$ cat config.mk
export PLATFORM = sky130hd
export DESIGN_NAME = zcd_top
export DESIGN_NICKNAME = d
export VERILOG_FILES = /design/src/rtl/zcd_pkg.sv /design/src/rtl/zcd_edge.sv /design/src/rtl/zcd_sync.sv /design/src/rtl/zcd_top.sv
export SDC_FILE = /design/constraint.sdc
export NUM_CORES = 1
export LEC_CHECK = 0
export ABC_AREA = 1
export BUFFER_PORTS_ARGS = -buffer_cell sky130_fd_sc_hd__buf_2
export CAP_MARGIN = 20
export CORE_UTILIZATION = 42
export DETAILED_ROUTE_END_ITERATION = 16
export PLACE_DENSITY = 0.82
export SYNTH_ARGS = -nofsm -noshare
export SYNTH_HDL_FRONTEND = slang
export SYNTH_SLANG_ARGS = --single-unit
$ cat constraint.sdc
create_clock -name aclk -period 1.5 [get_ports aclk]
set_clock_uncertainty 0.15 [all_clocks]
set_input_delay 0.225 -clock aclk [delete_from_list [all_inputs] [get_ports aclk]]
set_output_delay 0.225 -clock aclk [all_outputs]
set_load 0.1 [all_outputs]
$ cat src/rtl/zcd_pkg.sv
// Purpose : shared constants and types of the zero-cross detector control block
// Assumes : 32-bit axi4-lite register bus, one system clock
// Notes   : register offsets are byte addresses of aligned words
package zcd_pkg;

    // ==========================================================
    // register map
    localparam logic [3:0] ZCD_OFF_CTRL   = 4'h0; // control and level
    localparam logic [3:0] ZCD_OFF_STAT   = 4'h4; // sticky event status, read only
    localparam logic [3:0] ZCD_OFF_CLR    = 4'h8; // write one to clear status
    localparam logic [3:0] ZCD_OFF_IEN    = 4'hC; // interrupt enable

    // ==========================================================
    // control register fields
    localparam int ZCD_BIT_FALL   = 0;
    localparam int ZCD_BIT_RISE   = 1;
    localparam int ZCD_BIT_INV    = 4;
    localparam int ZCD_BIT_LEVEL  = 5;
    localparam int ZCD_BIT_EN     = 7;
    localparam logic [7:0] ZCD_CTRL_WMASK = 8'h93; // writable bits; level bit reads the detector, others read zero

    // strap taken when this many cycles have passed since reset release,
    // the time the fuse level needs to walk through both synchroniser stages
    localparam logic [1:0] ZCD_STRAP_AT   = 2'h2;

    // status field: the shared zero-cross flag
    localparam int ZCD_BIT_FLAG   = 0;

    // ==========================================================
    // axi response codes
    localparam logic [1:0] ZCD_RESP_OKAY   = 2'h0;
    localparam logic [1:0] ZCD_RESP_SLVERR = 2'h2;

    // control fields travel together
    typedef struct packed {
        logic detector_enable;
        logic output_invert;
        logic rising_edge_flag_enable;
        logic falling_edge_flag_enable;
    } zcd_ctrl_t;

endpackage : zcd_pkg

$ cat src/rtl/zcd_edge.sv
// Purpose : polarity adjust and edge detection of the detector level
// Assumes : level input already synchronised to aclk
// Notes   : compares against the value one clock earlier
module zcd_edge
    import zcd_pkg::*;
(
    input  wire logic aclk,
    input  wire logic aresetn,
    input  wire logic ce,
    input  wire logic active,
    input  wire logic invert,
    input  wire logic raw_level,
    output logic      level,
    output logic      rise,
    output logic      fall
);

    typedef struct packed {
        logic prev;
        logic armed;
    } zcd_edge_st_t;

    zcd_edge_st_t st_q;
    zcd_edge_st_t st_d;
    logic         adj;

    // ==========================================================
    // inversion, then compare with last cycle
    assign adj   = active & (raw_level ^ invert);
    assign level = adj;

    always_comb begin
        st_d       = st_q;
        st_d.prev  = adj;
        st_d.armed = 1'b1;
    end

    // armed hides the bogus edge of the first cycle after reset
    assign rise = st_q.armed & adj & ~st_q.prev;
    assign fall = st_q.armed & ~adj & st_q.prev;

    always_ff @(posedge aclk) begin
        if (!aresetn) begin
            st_q <= '0;
        end else if (ce) begin
            st_q <= st_d;
        end
    end

endmodule : zcd_edge

$ cat src/rtl/zcd_sync.sv
// Purpose : two flip-flop synchroniser for the analog comparator level
// Assumes : input is asynchronous to aclk
// Notes   : first stage is read only by the second stage
module zcd_sync
    import zcd_pkg::*;
(
    input  wire logic aclk,
    input  wire logic aresetn,
    input  wire logic ce,
    input  wire logic din,
    output logic      dout
);

    typedef struct packed {
        logic meta;
        logic sync;
    } zcd_sync_st_t;

    zcd_sync_st_t st_q;
    zcd_sync_st_t st_d;

    // ==========================================================
    // two stage chain
    always_comb begin
        st_d      = st_q;
        st_d.meta = din;
        st_d.sync = st_q.meta;
    end

    always_ff @(posedge aclk) begin
        if (!aresetn) begin
            st_q <= '0;
        end else if (ce) begin
            st_q <= st_d;
        end
    end

    assign dout = st_q.sync;

endmodule : zcd_sync

$ cat src/rtl/zcd_top.sv
// Purpose : zero-cross detector control with axi4-lite registers
// Assumes : sink_sense high while the pin sinks current, asynchronous
// Notes   : sleep has no clock gating here, so logic runs on in sleep
// Notes on behaviour
// - the invert bit flips the detector logic output, clear passes it straight.
// - the level bit reads one while sinking with invert clear, meanings swapped when set.
// - the rising enable sets the shared flag on each low-to-high output change.
// - the falling enable sets the shared flag on each high-to-low output change.
// - bits six, three and two of control read zero and ignore writes.
// - with the disable fuse set the detector stays off until software enables it.
// - with the fuse clear the detector comes up active and the enable resets set.
// - detection and flag setting keep running in sleep.
//
// Local design decisions: the AXI4-Lite interface to the registers and the placing of the registers.
module zcd_top
    import zcd_pkg::*;
(
    input  wire logic        aclk,
    input  wire logic        aresetn,
    input  wire logic        ce,
    input  wire logic        detector_disable_fuse,
    input  wire logic        sink_sense,
    input  wire logic        sleep,
    input  wire logic [3:0]  s_axi_awaddr,
    input  wire logic        s_axi_awvalid,
    output logic             s_axi_awready,
    input  wire logic [31:0] s_axi_wdata,
    input  wire logic [3:0]  s_axi_wstrb,
    input  wire logic        s_axi_wvalid,
    output logic             s_axi_wready,
    output logic [1:0]       s_axi_bresp,
    output logic             s_axi_bvalid,
    input  wire logic        s_axi_bready,
    input  wire logic [3:0]  s_axi_araddr,
    input  wire logic        s_axi_arvalid,
    output logic             s_axi_arready,
    output logic [31:0]      s_axi_rdata,
    output logic [1:0]       s_axi_rresp,
    output logic             s_axi_rvalid,
    input  wire logic        s_axi_rready,
    output logic             detector_active,
    output logic             detector_logic_output,
    output logic             irq
);

    // ==========================================================
    // state
    typedef struct packed {
        zcd_ctrl_t   ctrl;
        logic        strap_done;
        logic [1:0]  strap_cnt;
        logic        zero_cross_flag;
        logic        flag_ien;
        logic        aw_got;
        logic [3:0]  aw_addr;
        logic        w_got;
        logic [31:0] w_data;
        logic        w_strb0;
        logic        bvalid;
        logic [1:0]  bresp;
        logic        rvalid;
        logic [31:0] rdata;
        logic [1:0]  rresp;
        logic        level;
        logic        irq;
    } zcd_state_t;

    zcd_state_t st_q;
    zcd_state_t st_d;

    logic       fuse_s;
    logic       sense_s;
    logic       level_w;
    logic       rise_w;
    logic       fall_w;
    logic       do_write;
    logic       do_read;
    logic       set_flag;
    logic [7:0] ctrl_rd;

    // ==========================================================
    // pin synchronisers
    zcd_sync u_sync_fuse (
        .aclk    (aclk),
        .aresetn (aresetn),
        .ce      (ce),
        .din     (detector_disable_fuse),
        .dout    (fuse_s)
    );

    zcd_sync u_sync_sense (
        .aclk    (aclk),
        .aresetn (aresetn),
        .ce      (ce),
        .din     (sink_sense),
        .dout    (sense_s)
    );

    // ==========================================================
    // detector edges; sleep is deliberately not an input here
    zcd_edge u_edge (
        .aclk      (aclk),
        .aresetn   (aresetn),
        .ce        (ce),
        .active    (st_q.ctrl.detector_enable),
        .invert    (st_q.ctrl.output_invert),
        .raw_level (sense_s),
        .level     (level_w),
        .rise      (rise_w),
        .fall      (fall_w)
    );

    // ==========================================================
    // flag causes
    assign set_flag = (rise_w & st_q.ctrl.rising_edge_flag_enable)
                    | (fall_w & st_q.ctrl.falling_edge_flag_enable);

    // control read image, unused bits forced to zero
    always_comb begin
        ctrl_rd                = 8'h00;
        ctrl_rd[ZCD_BIT_EN]    = st_q.ctrl.detector_enable;
        ctrl_rd[ZCD_BIT_LEVEL] = st_q.level;
        ctrl_rd[ZCD_BIT_INV]   = st_q.ctrl.output_invert;
        ctrl_rd[ZCD_BIT_RISE]  = st_q.ctrl.rising_edge_flag_enable;
        ctrl_rd[ZCD_BIT_FALL]  = st_q.ctrl.falling_edge_flag_enable;
    end

    assign do_write = st_q.aw_got & st_q.w_got & ~st_q.bvalid;
    assign do_read  = s_axi_arvalid & ~st_q.rvalid;

    // ==========================================================
    // next state
    always_comb begin
        st_d       = st_q;
        st_d.level = level_w;

        // fuse strap caught once; the synchroniser is cleared by reset, so
        // reading it earlier would always see the fuse as clear
        if (!st_q.strap_done) begin
            st_d.strap_cnt = st_q.strap_cnt + 2'h1;
            if (st_q.strap_cnt == ZCD_STRAP_AT) begin
                st_d.strap_done           = 1'b1;
                st_d.ctrl.detector_enable = ~fuse_s;
            end
        end

        // write address and data, either order
        if (s_axi_awvalid && !st_q.aw_got) begin
            st_d.aw_got  = 1'b1;
            st_d.aw_addr = s_axi_awaddr;
        end
        if (s_axi_wvalid && !st_q.w_got) begin
            st_d.w_got   = 1'b1;
            st_d.w_data  = s_axi_wdata;
            st_d.w_strb0 = s_axi_wstrb[0];
        end

        // hardware set comes after software clear so set wins
        if (do_write) begin
            st_d.aw_got = 1'b0;
            st_d.w_got  = 1'b0;
            st_d.bvalid = 1'b1;
            st_d.bresp  = ZCD_RESP_OKAY;
            case (st_q.aw_addr)
                ZCD_OFF_CTRL: begin
                    if (st_q.w_strb0) begin
                        st_d.ctrl.detector_enable          = st_q.w_data[ZCD_BIT_EN];
                        st_d.ctrl.output_invert            = st_q.w_data[ZCD_BIT_INV];
                        st_d.ctrl.rising_edge_flag_enable  = st_q.w_data[ZCD_BIT_RISE];
                        st_d.ctrl.falling_edge_flag_enable = st_q.w_data[ZCD_BIT_FALL];
                    end
                end
                ZCD_OFF_STAT: begin
                    st_d.bresp = ZCD_RESP_OKAY;
                end
                ZCD_OFF_CLR: begin
                    if (st_q.w_strb0 && st_q.w_data[ZCD_BIT_FLAG]) begin
                        st_d.zero_cross_flag = 1'b0;
                    end
                end
                ZCD_OFF_IEN: begin
                    if (st_q.w_strb0) begin
                        st_d.flag_ien = st_q.w_data[ZCD_BIT_FLAG];
                    end
                end
                default: begin
                    st_d.bresp = ZCD_RESP_SLVERR;
                end
            endcase
        end
        if (st_q.bvalid && s_axi_bready) begin
            st_d.bvalid = 1'b0;
        end

        if (set_flag) begin
            st_d.zero_cross_flag = 1'b1;
        end

        // reads answered the cycle after address is taken
        if (do_read) begin
            st_d.rvalid = 1'b1;
            st_d.rresp  = ZCD_RESP_OKAY;
            st_d.rdata  = 32'h0000_0000;
            case (s_axi_araddr)
                ZCD_OFF_CTRL: st_d.rdata[7:0]          = ctrl_rd;
                ZCD_OFF_STAT: st_d.rdata[ZCD_BIT_FLAG] = st_q.zero_cross_flag;
                ZCD_OFF_CLR:  st_d.rdata               = 32'h0000_0000;
                ZCD_OFF_IEN:  st_d.rdata[ZCD_BIT_FLAG] = st_q.flag_ien;
                default:      st_d.rresp               = ZCD_RESP_SLVERR;
            endcase
        end else if (st_q.rvalid && s_axi_rready) begin
            st_d.rvalid = 1'b0;
        end

        st_d.irq = st_d.zero_cross_flag & st_d.flag_ien;
    end

    // ==========================================================
    // registers; ce low freezes everything
    always_ff @(posedge aclk) begin
        if (!aresetn) begin
            st_q <= '0;
        end else if (ce) begin
            st_q <= st_d;
        end
    end

    // ==========================================================
    // outputs straight from flops
    assign s_axi_awready         = ~st_q.aw_got;
    assign s_axi_wready          = ~st_q.w_got;
    assign s_axi_bvalid          = st_q.bvalid;
    assign s_axi_bresp           = st_q.bresp;
    assign s_axi_arready         = ~st_q.rvalid;
    assign s_axi_rvalid          = st_q.rvalid;
    assign s_axi_rdata           = st_q.rdata;
    assign s_axi_rresp           = st_q.rresp;
    assign detector_active       = st_q.ctrl.detector_enable;
    assign detector_logic_output = st_q.level;
    assign irq                   = st_q.irq;

    // ==========================================================
    // checks
    flag_holds_a : assert property (@(posedge aclk) disable iff (!aresetn)
        ce && st_q.zero_cross_flag && !do_write |=> st_q.zero_cross_flag)
        else $error("flag dropped without a clear");

    rise_sets_a : assert property (@(posedge aclk) disable iff (!aresetn)
        ce && rise_w && st_q.ctrl.rising_edge_flag_enable |=> st_q.zero_cross_flag)
        else $error("rising edge did not set flag");

    fall_sets_a : assert property (@(posedge aclk) disable iff (!aresetn)
        ce && fall_w && st_q.ctrl.falling_edge_flag_enable |=> st_q.zero_cross_flag)
        else $error("falling edge did not set flag");

    no_cause_a : assert property (@(posedge aclk) disable iff (!aresetn)
        ce && !st_q.zero_cross_flag && !set_flag |=> !st_q.zero_cross_flag)
        else $error("flag set without enabled edge");

    level_inv_a : assert property (@(posedge aclk) disable iff (!aresetn)
        ce && st_q.ctrl.detector_enable
        |-> level_w == (sense_s ^ st_q.ctrl.output_invert))
        else $error("level polarity wrong");

    level_rd_a : assert property (@(posedge aclk) disable iff (!aresetn)
        ce |=> st_q.level == $past(level_w))
        else $error("level bit stale");

    unused_zero_a : assert property (@(posedge aclk) disable iff (!aresetn)
        (ctrl_rd & 8'h4C) == 8'h00)
        else $error("unused control bits not zero");

    fuse_strap_a : assert property (@(posedge aclk) disable iff (!aresetn)
        ce && !st_q.strap_done && st_q.strap_cnt == ZCD_STRAP_AT && !do_write
        |=> st_q.ctrl.detector_enable == !$past(fuse_s))
        else $error("enable reset value ignores fuse");

    sleep_run_a : assert property (@(posedge aclk) disable iff (!aresetn)
        ce && sleep && set_flag |=> st_q.zero_cross_flag)
        else $error("flag halted in sleep");

    irq_level_a : assert property (@(posedge aclk) disable iff (!aresetn)
        ce |=> irq == (st_q.zero_cross_flag & st_q.flag_ien))
        else $error("irq not matching flag and enable");

endmodule : zcd_top
==> metrics.yaml <==
status: "finished clean"
multi_input_area_sq_um: 810.8
power.leakage_nw: 0.9437
drv_slew: 0
endpoint_kind: "output port"
p_sw_frac: 0.3681
grt_util_all_layers: 0.1591
syn_area_sq_um: 1793
nNetsFinal: 330
yosysTopAreaCellShare: 0.4020
grt_max_degree: 18
crit_start: "u_edge.st_q[1]"
met2WireLength_um: 1545
synth_common_cells: "38 x buf_4, 36 x dfxtp_1, 32 x nor2_1"
die-area_sq_um: 4534
place_ws_ns: 0.1599
initial_core_util: 0.4419
path_delay_family: "buffers and inverters"
die_x_um: 67.34
post-route-period-util: 0.9811
reg2reg_slack_ns: 0.13
clk_pin_slew_ns: 0.07
hold_buffers: 0
clkSinkCount: 36
first_pass_iters: 4
worst_pin_slew_ns: 0.5046
worst_slack_ns: 0.02841
seqCellArea_sq_um: 729.5
diodes: 0
rsz0062_at_grt: "no"
wl_met3_um: 196
worstPathBufferInverterCount: 1
ys_ff_latch: 36
yosys.area.top_type: "dfxtp_1"
r2r-start: "st_q[75]"
synth_cell_type_count: 25
p_per_area_nw_per_um2: 1212
holdPathStages: 3
worstPathRequired_ns: 1.12
synth_most_common_cell: "buf_4"
hold_path.startpoint: "sink_sense"
cts-root-buf: "clkbuf_8"
grt_pass1_vias: 1314
antenna_found_initial: 0
core_area_sq_um: 4058
cap_viol_max_count: 0
grt_pass1_wl_um: 5388
routed.top_layer: "met4"
gp_congestion: 0.7728
slowest_stage: "buf_2"
timing.rr.end: "ctrl_rd[4]"
p_total_mw: 2.560
drc: 0
critPathArrivalTime_ns: 1.10
fmaxAchievable_mhz: 679.5
wl_met1_um: 1495
p_clk_frac: 0.327
hpwl_um: 2509
hold_slack_ns: 0.02950
synth_edf_count: 0
path_depth: 1
antenna_left: 0
synth.avg_cell_area_sq_um: 7.502
vdd_ir_drop_max_mv: 0.5997
switching_power_mw: 0.9421
cts_tree: "done"
clk_path_buf_depth: 2
drive_gt1_frac: 0.2509
pwr-share-seq: 0.408
tns_ns: 0
hold_viol: 0
critPathCapture: "detector_logic_output"
start_kind: "register"
std_cell_rows: 23
numCtsBuffers: 5
cp_slowest_stage_delay_ns: 0.44
htreeDepth: 2
reg2reg_depth: 6
ys_async_sr_fraction: 0
crit_fanout: 5
ys_seq_area_frac: 0.4020
wl_per_cell_um: 10.13
num_vias: 1489
via_per_inst: 4.582
drtIter0Drc: 75
p_int_mw: 1.618
setup_viol: 0
max_slew_margin: 0.6632
area_delta_synth_final_pct: 17.80
synth_cells: 239
synth.top_cells.by_area: "dfxtp_1 40%, buf_4 16%, nor2_1 6.7%"
fin_crit_ns: 1.472
post_cts_resized: 0
combPwrFrac: 0.265
insertion_delay_ns: 0.29
cts_setup_buffers: 0
crit_chain: "buf_2"
synthFlopType: "dfxtp_1"
portBuffers: 37
hold_class: "in -> reg"
grt-ovfl-total: 0
critPathKind: "reg -> out"
fill_cells: 407
die_h_um: 67.34
num_io_pins: 99
yosysWarnings: 0
wirelength_um: 3293
-- power groups by stage --
stage | combinational (mW) | clock, mW | sequential (mW)
5_1_grt | 0.720 | 0.894 | 1.05
2_1_floorplan | 0.600 | 0 | 1.09
4_1_cts | 0.679 | 0.857 | 1.04
3_3_place_gp | 0.671 | 0 | 1.06
6_report | 0.678 | 0.838 | 1.04
3_5_place_dp | 0.677 | 0 | 1.07
-- registers in the layout, summed over array words and instances (netlist names), 2 cells and up --
signal,flops
st_q,16
u_edge.st_q,2
s_axi_rdata,5
ctrl_rd,3
-- cell usage in the layout (no fill, tap or decap), types with 5 or more instances in the layout --
cell type | Yosys | layout
inv_1 | 22 | 17
nor2_1 | 32 | 32
buf_12 | 0 | 5
buf_2 | 1 | 32
conb_1 | 1 | 29
o21ai_0 | 22 | 21
nand3_1 | 14 | 12
nand2_1 | 31 | 31
dfxtp_1 | 36 | 31
a21oi_1 | 23 | 23
clkbuf_8 | 0 | 5
-- cell families after synthesis --
group,share of synthesized area
buffers and inverters,0.2184
adders and majority gates,0.006977
DFF,0.4020
and+or+nand+nor,0.2261
xor gates and xnor gates,0.004886
other,0.002092
AOI/OAI and AO/OA,0.1396
-- cell type report --
class / instances / share of cell area
clock buffer: 5 / 0.03258
sequential: 36 / 0.3454
tap: 50 / 0.02962
inverter: 25 / 0.05095
clock inverter: 3 / 0.02014
multi-input combinational: 165 / 0.3839
timing repair buffer: 41 / 0.1374
-- routing by layer --
metal / GRT usage / up-vias
met2: 0.2788 / 51
met4: 0.06915 / 0
met3: 0.04054 / 6
met1: 0.1810 / 657
li1: - / 775
met5: 0 / -
-- worst min-delay path by stage --
stage	to	slack, ns
CTS	u_sync_fuse.st_d[0]	0.02
floorplan	u_sync_fuse.st_d[0]	0.21
global placement	u_sync_fuse.st_d[0]	0.30
global route	u_sync_sense.st_d[0]	0.04
detailed placement	u_sync_sense.st_d[0]	0.31
finish	u_sync_sense.st_d[0]	0.03
-- stage by stage --
step,utilization,instance area [sq um],instances
final,0.5205,2112,325
after detailed placement,0.4931,2001,317
after CTS,0.5205,2112,325
after global placement,0.4931,2001,317
after floorplan,-,1946,267
after global routing,0.5205,2112,325
Power figures use the tool's default switching activity.
